**src/pppc_pkg.sv**
```systemverilog
package pppc_pkg;
  // current limit step index, eight ordered steps, 0 is the lowest
  localparam int ILIM_W = 3;
  localparam logic [2:0] ILIM_MIN = 3'h0;
  localparam logic [2:0] ILIM_RESET = 3'h7;
  // profile current bound codes: programmed value or forced 100 mA
  localparam logic PROFILE_PROGRAMMED = 1'b0;
  localparam logic PROFILE_100MA = 1'b1;
  // timing at 40 MHz
  localparam int CLK_MHZ = 40;
  localparam int RETRY_US = 100;
  localparam int RETRY_CYCLES = RETRY_US * CLK_MHZ;
  localparam int RESTORE_US = 100;
  localparam int RESTORE_CYCLES = RESTORE_US * CLK_MHZ;
  localparam int DISCHARGE_US = 200;
  localparam int DISCHARGE_CYCLES = DISCHARGE_US * CLK_MHZ;
  localparam int TIMER_W = 16;
  // rationing action select codes
  localparam logic [1:0] RTN_REPORT = 2'h0;
  localparam logic [1:0] RTN_REPORT_DISC = 2'h1;
  localparam logic [1:0] RTN_DISC_SLEEP = 2'h2;
  localparam logic [1:0] RTN_IGNORE = 2'h3;
  localparam logic [1:0] RTN_RESET = RTN_REPORT_DISC;
  localparam int CHARGE_W = 24;
  localparam logic [23:0] CHARGE_ZERO = 24'h000000;
  // thermal regulation states, one-hot
  typedef enum logic [3:0] {
    TH_NORMAL = 4'b0001,
    TH_OPEN = 4'b0010,
    TH_CHECK = 4'b0100,
    TH_RESTORE = 4'b1000
  } pppc_th_t;
endpackage : pppc_pkg

```
**src/pppc_timer_if.sv**
```systemverilog
`timescale 1ns/10ps
// load/expire handshake between the controller and its down-counter
interface pppc_timer_if;
  logic load; // one-cycle pulse starting a count
  logic [15:0] count; // cycles to run
  logic expired; // one-cycle pulse at the end
  logic busy; // level while counting
  modport ctrl (output load, output count, input expired, input busy);
  modport timer (input load, input count, output expired, output busy);
endinterface : pppc_timer_if

```
**src/pppc_timer.sv**
```systemverilog
`timescale 1ns/10ps
// reusable down-counter; a new load restarts it
module pppc_timer
(
  input wire logic sys_clk,
  input wire logic resetn,
  pppc_timer_if.timer tif
);
  import pppc_pkg::*;
  logic [TIMER_W-1:0] remain; // cycles left

  // count down, pulse expired on reaching zero
  always_ff @(posedge sys_clk or negedge resetn)
  begin
    if (!resetn)
    begin
      remain <= '0;
      tif.expired <= 1'b0;
    end
    else if (tif.load)
    begin
      remain <= tif.count;
      tif.expired <= 1'b0;
    end
    else if (remain != '0)
    begin
      remain <= remain - 1'b1;
      tif.expired <= (remain == 16'h0001);
    end
    else
    begin
      tif.expired <= 1'b0;
    end
  end

  assign tif.busy = (remain != '0);
endmodule : pppc_timer

```
**src/pppc_ctrl.sv**
```systemverilog
`timescale 1ns/10ps
// How it works
// above regulation: open, step down, start retry
// retry expiry closes switch, rechecks, repeats
// CC at minimum: force trip, 100 mA, restep
// cool after forced trip: timed restore
// cool without forced change: restore immediately
// trip at minimum and hot: hold closed
// shutdown temperature turns the port switch off
// discharge on enable falling edge
// discharge on removal when detect enabled
// discharge on supply undervoltage switch-off
// discharge on sleep, error recovery, command
// discharge on bypass/port handover when detect enabled
// discharge check fails: error flag, error state
// accumulate only in Active, never on attach
// before threshold, normal operation
// selection change keeps accumulated charge
// after threshold, new selection applies immediately
// select: alert, alert+open, open+sleep, none
// report-disconnect: monitor on, switches held open
// disconnect-sleep: monitors off, enable ignored
// clear control zeroes accumulated charge
// limit is saturating three-bit step index
module pppc_ctrl
#(
  parameter int RETRY_COUNT = pppc_pkg::RETRY_CYCLES,
  parameter int RESTORE_COUNT = pppc_pkg::RESTORE_CYCLES,
  parameter int DISCHARGE_COUNT = pppc_pkg::DISCHARGE_CYCLES,
  parameter int CHARGE_WIDTH = pppc_pkg::CHARGE_W
)
(
  input wire logic SYS_CLK,
  input wire logic RESETN,
  input wire logic OVER_REGULATION,
  input wire logic BELOW_REG_HYSTERESIS,
  input wire logic OVER_SHUTDOWN,
  input wire logic BELOW_SHUTDOWN_HYSTERESIS,
  input wire logic CC_MODE_CFG,
  input wire logic [2:0] PROGRAMMED_LIMIT,
  input wire logic PORT_POWER_ENABLE_CTL,
  input wire logic REMOVAL_EVENT,
  input wire logic ATTACH_DETECT_EN,
  input wire logic SUPPLY_UNDERVOLTAGE,
  input wire logic SLEEP_ENTRY,
  input wire logic ERROR_RECOVERY,
  input wire logic DISCHARGE_CMD,
  input wire logic ACTIVE_STATE,
  input wire logic BYPASS_ON,
  input wire logic VBUS_BELOW_TEST,
  input wire logic CHARGE_TICK,
  input wire logic [pppc_pkg::CHARGE_W-1:0] RATION_THRESHOLD,
  input wire logic [1:0] RATION_ACTION_SEL,
  input wire logic RATION_CLEAR_CTL,
  output logic PORT_SWITCH_CLOSED,
  output logic SHUTDOWN_ACTIVE,
  output logic [2:0] CURRENT_LIMIT_SETTING,
  output logic PROFILE_CURRENT_BOUND,
  output logic TRIP_MODE,
  output logic DISCHARGE_ACTIVE,
  output logic DISCHARGE_ERROR_FLAG,
  output logic ENTER_ERROR,
  output logic [pppc_pkg::CHARGE_W-1:0] ACCUMULATED_CHARGE,
  output logic RATION_REACHED,
  output logic RATION_ALERT,
  output logic RATION_SLEEP,
  output logic MONITOR_ENABLE,
  output logic POWER_ENABLE_FOLLOW
);
  import pppc_pkg::*;

  // saturating one-step decrement of the limit index
  function automatic logic [2:0] step_down(input logic [2:0] idx);
    step_down = (idx == ILIM_MIN) ? ILIM_MIN : idx - 3'h1;
  endfunction : step_down

  // pin synchronisers: first stage read only by the second
  logic [13:0] sync_a; // first stage
  logic [13:0] sync_b; // second stage
  logic ov_reg, cool_reg, ov_tsd, cool_tsd, port_power_enable_ctl, removal, det_en, uvlo;
  logic bypass, vbus_low, cmd, sleep_in, err_rec, active;

  always_ff @(posedge SYS_CLK or negedge RESETN)
  begin
    if (!RESETN)
    begin
      sync_a <= '0;
      sync_b <= '0;
    end
    else
    begin
      sync_a <= {OVER_REGULATION, BELOW_REG_HYSTERESIS, OVER_SHUTDOWN,
                 BELOW_SHUTDOWN_HYSTERESIS, PORT_POWER_ENABLE_CTL, REMOVAL_EVENT,
                 ATTACH_DETECT_EN, SUPPLY_UNDERVOLTAGE, BYPASS_ON, VBUS_BELOW_TEST,
                 DISCHARGE_CMD, SLEEP_ENTRY, ERROR_RECOVERY, ACTIVE_STATE};
      sync_b <= sync_a;
    end
  end

  assign {ov_reg, cool_reg, ov_tsd, cool_tsd, port_power_enable_ctl, removal, det_en, uvlo,
          bypass, vbus_low, cmd, sleep_in, err_rec, active} = sync_b;

  // delayed copies for edge detection
  logic port_power_enable_ctl_d, removal_d, uvlo_d, bypass_d, sleep_d, err_d, cmd_d;

  always_ff @(posedge SYS_CLK or negedge RESETN)
  begin
    if (!RESETN)
    begin
      port_power_enable_ctl_d <= 1'b0;
      removal_d <= 1'b0;
      uvlo_d <= 1'b0;
      bypass_d <= 1'b0;
      sleep_d <= 1'b0;
      err_d <= 1'b0;
      cmd_d <= 1'b0;
    end
    else
    begin
      port_power_enable_ctl_d <= port_power_enable_ctl;
      removal_d <= removal;
      uvlo_d <= uvlo;
      bypass_d <= bypass;
      sleep_d <= sleep_in;
      err_d <= err_rec;
      cmd_d <= cmd;
    end
  end

  // one timer for thermal retry/restore, one for discharge
  pppc_timer_if th_tif();
  pppc_timer_if dc_tif();

  pppc_timer u_th_timer
  (
    .sys_clk(SYS_CLK),
    .resetn(RESETN),
    .tif(th_tif)
  );

  pppc_timer u_dc_timer
  (
    .sys_clk(SYS_CLK),
    .resetn(RESETN),
    .tif(dc_tif)
  );

  // thermal regulation state machine
  pppc_th_t th_state;
  logic forced_trip; // mode was forced from cc to trip
  logic th_open; // regulation holds the switch open
  logic th_load; // start thermal timer
  logic [15:0] th_count;

  always_ff @(posedge SYS_CLK or negedge RESETN)
  begin
    if (!RESETN)
    begin
      th_state <= TH_NORMAL;
      CURRENT_LIMIT_SETTING <= ILIM_RESET;
      PROFILE_CURRENT_BOUND <= PROFILE_PROGRAMMED;
      forced_trip <= 1'b0;
      th_open <= 1'b0;
      th_load <= 1'b0;
      th_count <= '0;
    end
    else
    begin
      th_load <= 1'b0;
      case (th_state)
        TH_NORMAL:
        begin
          // track the programmed limit while idle
          CURRENT_LIMIT_SETTING <= PROGRAMMED_LIMIT;
          PROFILE_CURRENT_BOUND <= PROFILE_PROGRAMMED;
          forced_trip <= 1'b0;
          if (ov_reg)
          begin
            th_open <= 1'b1;
            CURRENT_LIMIT_SETTING <= step_down(PROGRAMMED_LIMIT);
            th_count <= 16'(RETRY_COUNT);
            th_load <= 1'b1;
            th_state <= TH_OPEN;
          end
        end
        TH_OPEN:
        begin
          // wait out the retry interval, then close and recheck
          if (th_tif.expired)
          begin
            th_open <= 1'b0;
            th_state <= TH_CHECK;
          end
        end
        TH_CHECK:
        begin
          if (cool_reg)
          begin
            if (forced_trip)
            begin
              th_count <= 16'(RESTORE_COUNT);
              th_load <= 1'b1;
              th_state <= TH_RESTORE;
            end
            else
              th_state <= TH_NORMAL;
          end
          else if (ov_reg)
          begin
            if (CURRENT_LIMIT_SETTING != ILIM_MIN)
            begin
              th_open <= 1'b1;
              CURRENT_LIMIT_SETTING <= step_down(CURRENT_LIMIT_SETTING);
              th_count <= 16'(RETRY_COUNT);
              th_load <= 1'b1;
              th_state <= TH_OPEN;
            end
            else if (CC_MODE_CFG && !forced_trip)
            begin
              forced_trip <= 1'b1;
              PROFILE_CURRENT_BOUND <= PROFILE_100MA;
              CURRENT_LIMIT_SETTING <= step_down(PROGRAMMED_LIMIT);
              th_open <= 1'b1;
              th_count <= 16'(RETRY_COUNT);
              th_load <= 1'b1;
              th_state <= TH_OPEN;
            end
            // trip at minimum: stay closed at lowest limit
          end
        end
        TH_RESTORE:
        begin
          // reheating cancels the restore and resumes stepping
          if (ov_reg)
            th_state <= TH_CHECK;
          else if (th_tif.expired)
            th_state <= TH_NORMAL;
        end
        default:
          th_state <= TH_NORMAL;
      endcase
    end
  end

  assign th_tif.load = th_load;
  assign th_tif.count = th_count;
  assign TRIP_MODE = forced_trip | !CC_MODE_CFG;

  // hard shutdown, held until below the lower threshold
  always_ff @(posedge SYS_CLK or negedge RESETN)
  begin
    // the hot test comes first so a hot reading beats the release
    if (!RESETN)
      SHUTDOWN_ACTIVE <= 1'b0;
    else if (ov_tsd)
      SHUTDOWN_ACTIVE <= 1'b1;
    else if (cool_tsd)
      SHUTDOWN_ACTIVE <= 1'b0;
  end

  // rationing: accumulate, threshold, action selection
  logic sleep_latched; // disconnect-and-sleep engaged

  always_ff @(posedge SYS_CLK or negedge RESETN)
  begin
    if (!RESETN)
    begin
      ACCUMULATED_CHARGE <= CHARGE_ZERO;
    end
    else if (RATION_CLEAR_CTL)
    begin
      ACCUMULATED_CHARGE <= CHARGE_ZERO;
    end
    else if (active && CHARGE_TICK && !RATION_REACHED
             && ACCUMULATED_CHARGE != '1)
    begin
      // attach/removal never touch the total; selection neither
      ACCUMULATED_CHARGE <= ACCUMULATED_CHARGE + 1'b1;
    end
  end

  // threshold flag; comparison is live so a selection change acts at once
  assign RATION_REACHED = (RATION_THRESHOLD != CHARGE_ZERO)
                          && (ACCUMULATED_CHARGE >= RATION_THRESHOLD);

  always_comb
  begin
    RATION_ALERT = 1'b0;
    if (RATION_REACHED)
    begin
      // action follows the selection live
      RATION_ALERT = (RATION_ACTION_SEL == RTN_REPORT)
                     || (RATION_ACTION_SEL == RTN_REPORT_DISC);
    end
  end

  assign sleep_latched = RATION_REACHED && (RATION_ACTION_SEL == RTN_DISC_SLEEP);
  assign RATION_SLEEP = sleep_latched;
  assign MONITOR_ENABLE = !sleep_latched;
  assign POWER_ENABLE_FOLLOW = !sleep_latched;

  // ration forces the switch open in both disconnect modes
  logic ration_open;
  assign ration_open = RATION_REACHED && ((RATION_ACTION_SEL == RTN_REPORT_DISC)
                       || (RATION_ACTION_SEL == RTN_DISC_SLEEP));

  // port switch drive
  always_ff @(posedge SYS_CLK or negedge RESETN)
  begin
    if (!RESETN)
    begin
      PORT_SWITCH_CLOSED <= 1'b0;
    end
    else
    begin
      PORT_SWITCH_CLOSED <= port_power_enable_ctl && !uvlo && !SHUTDOWN_ACTIVE && !ov_tsd
                            && !th_open && !ration_open && !DISCHARGE_ACTIVE
                            && !ENTER_ERROR;
    end
  end

  // discharge triggers are edges of the synchronised controls
  logic dc_start;
  logic en_fall, rem_rise, uv_rise, handover;
  assign en_fall = port_power_enable_ctl_d && !port_power_enable_ctl && POWER_ENABLE_FOLLOW;
  assign rem_rise = det_en && removal && !removal_d;
  assign uv_rise = uvlo && !uvlo_d;
  assign handover = det_en && (bypass != bypass_d);
  assign dc_start = en_fall || rem_rise || uv_rise || handover
                    || (sleep_in && !sleep_d) || (err_rec && !err_d)
                    || (cmd && !cmd_d && active);

  assign dc_tif.load = dc_start && !DISCHARGE_ACTIVE;
  assign dc_tif.count = 16'(DISCHARGE_COUNT);

  // discharge interval, then verify the bus level
  always_ff @(posedge SYS_CLK or negedge RESETN)
  begin
    if (!RESETN)
    begin
      DISCHARGE_ACTIVE <= 1'b0;
      DISCHARGE_ERROR_FLAG <= 1'b0;
      ENTER_ERROR <= 1'b0;
    end
    else
    begin
      ENTER_ERROR <= 1'b0;
      if (dc_tif.load)
      begin
        DISCHARGE_ACTIVE <= 1'b1;
      end
      else if (dc_tif.expired)
      begin
        DISCHARGE_ACTIVE <= 1'b0;
        if (!vbus_low)
        begin
          DISCHARGE_ERROR_FLAG <= 1'b1;
          ENTER_ERROR <= 1'b1;
        end
      end
      // recovery clears the sticky flag unless a failure lands now
      if (err_rec && !err_d && !(dc_tif.expired && !vbus_low))
      begin
        DISCHARGE_ERROR_FLAG <= 1'b0;
      end
    end
  end
endmodule : pppc_ctrl

```
**config.mk**
```make
export PLATFORM = sky130hd
export DESIGN_NAME = pppc_ctrl
export DESIGN_NICKNAME = d
export VERILOG_FILES = /design/src/pppc_pkg.sv /design/src/pppc_timer_if.sv /design/src/pppc_timer.sv /design/src/pppc_ctrl.sv
export SDC_FILE = /design/constraint.sdc
export NUM_CORES = 1
export LEC_CHECK = 0
export ABC_AREA = 1
export BUFFER_PORTS_ARGS = -buffer_cell sky130_fd_sc_hd__buf_2
export CAP_MARGIN = 20
export CELL_PAD_IN_SITES_DETAIL_PLACEMENT = 2
export CELL_PAD_IN_SITES_GLOBAL_PLACEMENT = 2
export CORE_MARGIN = 2
export CORE_UTILIZATION = 34
export DETAILED_ROUTE_END_ITERATION = 16
export GPL_ROUTABILITY_DRIVEN = 0
export GPL_TIMING_DRIVEN = 0
export PLACE_DENSITY = 0.88
export REMOVE_ABC_BUFFERS = 1
export SLEW_MARGIN = 20
export SYNTH_ARGS = -nofsm -noshare
export SYNTH_HDL_FRONTEND = slang
export SYNTH_SLANG_ARGS = --single-unit
```
**constraint.sdc**
```tcl
create_clock -name SYS_CLK -period 2.3 [get_ports SYS_CLK]
set_input_delay 0.46 -clock SYS_CLK [delete_from_list [all_inputs] [get_ports SYS_CLK]]
set_output_delay 0.46 -clock SYS_CLK [all_outputs]
set_load 0.03 [all_outputs]
```
==> results.md <==
* Outcome: complete, but fails checks
* Failing checks: setup timing
* Vias in the first global route at 6354
* Initial antenna violation count at 0
* Yosys warnings at 0
* Leading cell type in the layout, fill and taps excluded: nand2_1
* Cts bufs inserted at 9
* FF+latch count, synth at 109
* Pin count of the biggest net entering global routing at 59
* IO buf count at 86
* CP Data Arrival Time at 2.22 ns
* Antenna fix cells at 0
* Via density per instance at 5.16
* Critical R2R Launch: ACCUMULATED_CHARGE[21]$_DFFE_PN0P_
* Worst-Margin Slew at 0.643 ns
* Vias at 5610
* Final clock skew at 0.0160 ns
* Power Density at 803 nW/um^2
* Nets at 941
* Main synth FF type: dfrtp_1
* Max VDD drop at 0.412 mV
* Area of the multi-input gates at 3000 sq um
* Max-slew violations at 0
* Hold-fix buffers, CTS at 0
* Fill count at 1943
* Ports at 87
* Wire length of the first global-routing pass at 33.6 mm
* Max cap viols at 0
* Drt wl/cell at 20.3 um
* Drt first-iter violations at 246
* Drc violations at 0
* Global route overflow at 0
* GRT Max-Usage Layer: met2
* Total power at 6030 uW
* Async SR Flop Fraction at 1.00
* Reg clk slew, reported paths at 0.09 ns
* Avg Inst Size Synth at 8.04 sq um
* RR Endpoint: u_dc_timer.tif.expired$_DFF_PN0_
* Commonest non-fill, non-tap cells in the layout: nand2_1 (141), inv_1 (103), dfrtp_1 (92)
* Post-route ant nets at 0
* Clock Tree Root: clkbuf_16
* Fmax at 0.373 GHz
* Worst R2R Setup Slack at -0.22 ns
* Post-synth EDFFs at 0
* Clock latency on the worst-skew pair at 0.36 ns
* HP Class: primary input to asynchronous set/reset pin
* Hold_ws at 0.0473 ns
* Final hold vios at 0
* Starting Density at 0.347
* Kind of critical path: register to primary output
* Share of cells above drive strength 1 at 0.252
* Layout area overhead at 25.6%
* M3 GR Usage at 0.0285
* CP max FO at 3
* Area of the die at 18700 sq um
* CTS tree: built
* Register area share after synthesis at 0.457
* Tcrit/Tclk final at 1.16
* Fin crit period at 2.68 ns
* Lkg Pwr at 0.00364 uW
* CTS Buffer Depth at 2
* Row count at 48
* Cell Area, Synth at 5980 sq um
* Pre-antenna DRT Iters at 4
* DRT Wirelength at 22.1 mm
* GRT met1 Usage at 0.267
* Final setup margin at -0.378 ns
* Die span in y at 137 um
* CP Launch Type: register
* Count of different cell masters after synthesis at 46
* Clk sinks at 109
* Tot GR Track Use at 0.235
* Core Footprint at 17200 sq um
* Met2 usage at 0.441
* FF/Latch Area at 2750 sq um
* Reg2reg path depth at 18
* Slew HR at 0.567
* Finish-stage setup viols at 45
* H-tree levels at 3
* Worst EP required at 1.84 ns
* Unrepaired setup endpoints after global routing: true
* Syn Inst Count at 744
* Setup crit end kind: primary output
* Die width at 137 um
* Detail Placement HPWL at 13.7 mm
==> layout make-up <==
cell class,count,share of cell area
Multi-Input combinational cell,503,0.399
Sequential cell,109,0.366
Timing Repair Buffer,109,0.0918
Inverter,124,0.0633
Tap cell,225,0.0375
Clock buffer,13,0.0347
Clock inverter,3,0.00583
Timing Repair inverter,1,0.00150
==> Yosys cell counts, types with 3 or more instances <==
cell type | number | area (sq um)
nand2_1 | 149 | 559
dfrtp_1 | 105 | 2630
inv_1 | 104 | 390
nor2_1 | 96 | 360
ha_1 | 36 | 450
nand3_1 | 36 | 180
a21oi_1 | 26 | 130
o21ai_1 | 24 | 120
nand4_1 | 22 | 138
o21ai_0 | 21 | 105
inv_2 | 18 | 67.6
nor3_1 | 14 | 70.1
nor4_1 | 14 | 87.6
xor2_1 | 12 | 105
xnor2_1 | 6 | 52.6
nand2_2 | 5 | 31.3
dfstp_2 | 4 | 105
nor2_2 | 4 | 25.0
o21a_1 | 4 | 30.0
o31ai_1 | 4 | 30.0
a21oi_2 | 3 | 26.3
nor3_2 | 3 | 30.0
==> cells by family after synthesis <==
kind of cell | count (synthesis) | synth area share
AO/OA/AOI/OAI | 90 | 0.0841
XOR/XNOR | 18 | 0.0264
adder cells (fa/ha/maj) | 36 | 0.0753
buffers and inverters | 133 | 0.0877
flip-flops | 109 | 0.457
multiplexers | 1 | 0.00188
AND/OR/NAND/NOR | 357 | 0.268
==> stage by stage <==
stage | TNS [ns] | worst slack, ns | util | std cells | instance area, sq um
finish | -6.94 | -0.378 | 0.436 | 1087 | 7510
global placement | -73.17 | -0.570 | 0.385 | 1046 | 6630
CTS | -4.99 | -0.364 | 0.428 | 1080 | 7380
detailed placement | -19.52 | -0.593 | 0.387 | 1047 | 6670
global route | -13.46 | -0.493 | 0.436 | 1087 | 7510
floorplan | -1.24 | -0.256 | - | 735 | 5920
==> state kept, by name, indices dropped and copies added, names as in the netlist, 3 cells and up <==
signal                 flops
CURRENT_LIMIT_SETTING      3
th_state                   4
sync_b                    14
u_dc_timer.remain         16
sync_a                    14
u_th_timer.remain         16
ACCUMULATED_CHARGE        24
==> critical path: stages, from the launching register on <==
cell and delay [ns]:
dfrtp_2 0.46, ha_4 0.30, nand2_4 0.05, nor2_4 0.11
nand2_2 0.09, nor2_4 0.14, nand2_2 0.06, nor2_2 0.11
nand2_2 0.09, nand2_4 0.11, nand2_4 0.09, nor2_2 0.12
buf_6 0.14
==> metal layers <==
metal,part of all wire,up-vias
met1,0.40,2832
met2,0.53,117
met4,0.032,0
li1,-,2614
met5,0,-
met3,0.030,47
==> timing repair <==
action,CTS,global route
pin swaps,9,9
endpoints found under the hold margin,0,0
endpoints found under the setup margin,49,49
cloned,2,0
buffers inserted,15,7
gates resized for setup,65,16
==> report_power, final <==
group          switching [uW]  leakage, uW  internal [uW]
Sequential                292      0.00132           2250
Clock                     744     0.000150            908
Combinational            1200      0.00217            632
Total                    2240      0.00364           3790
==> worst max path at each step <==
stage,from,to,cells past startpoint
floorplan,ACCUMULATED_CHARGE[22]$_DFFE_PN0P_,RATION_SLEEP,11
global placement,RESETN,u_dc_timer.remain[2]$_DFFE_PN0P_,1
detailed placement,RATION_THRESHOLD[21],ACCUMULATED_CHARGE[16]$_DFFE_PN0P_,18
CTS,ACCUMULATED_CHARGE[23]$_DFFE_PN0P_,RATION_ALERT,12
global route,ACCUMULATED_CHARGE[17]$_DFFE_PN0P_,RATION_SLEEP,12
finish,ACCUMULATED_CHARGE[21]$_DFFE_PN0P_,RATION_ALERT,12
Note: power is estimated with default switching activity, not from simulation.
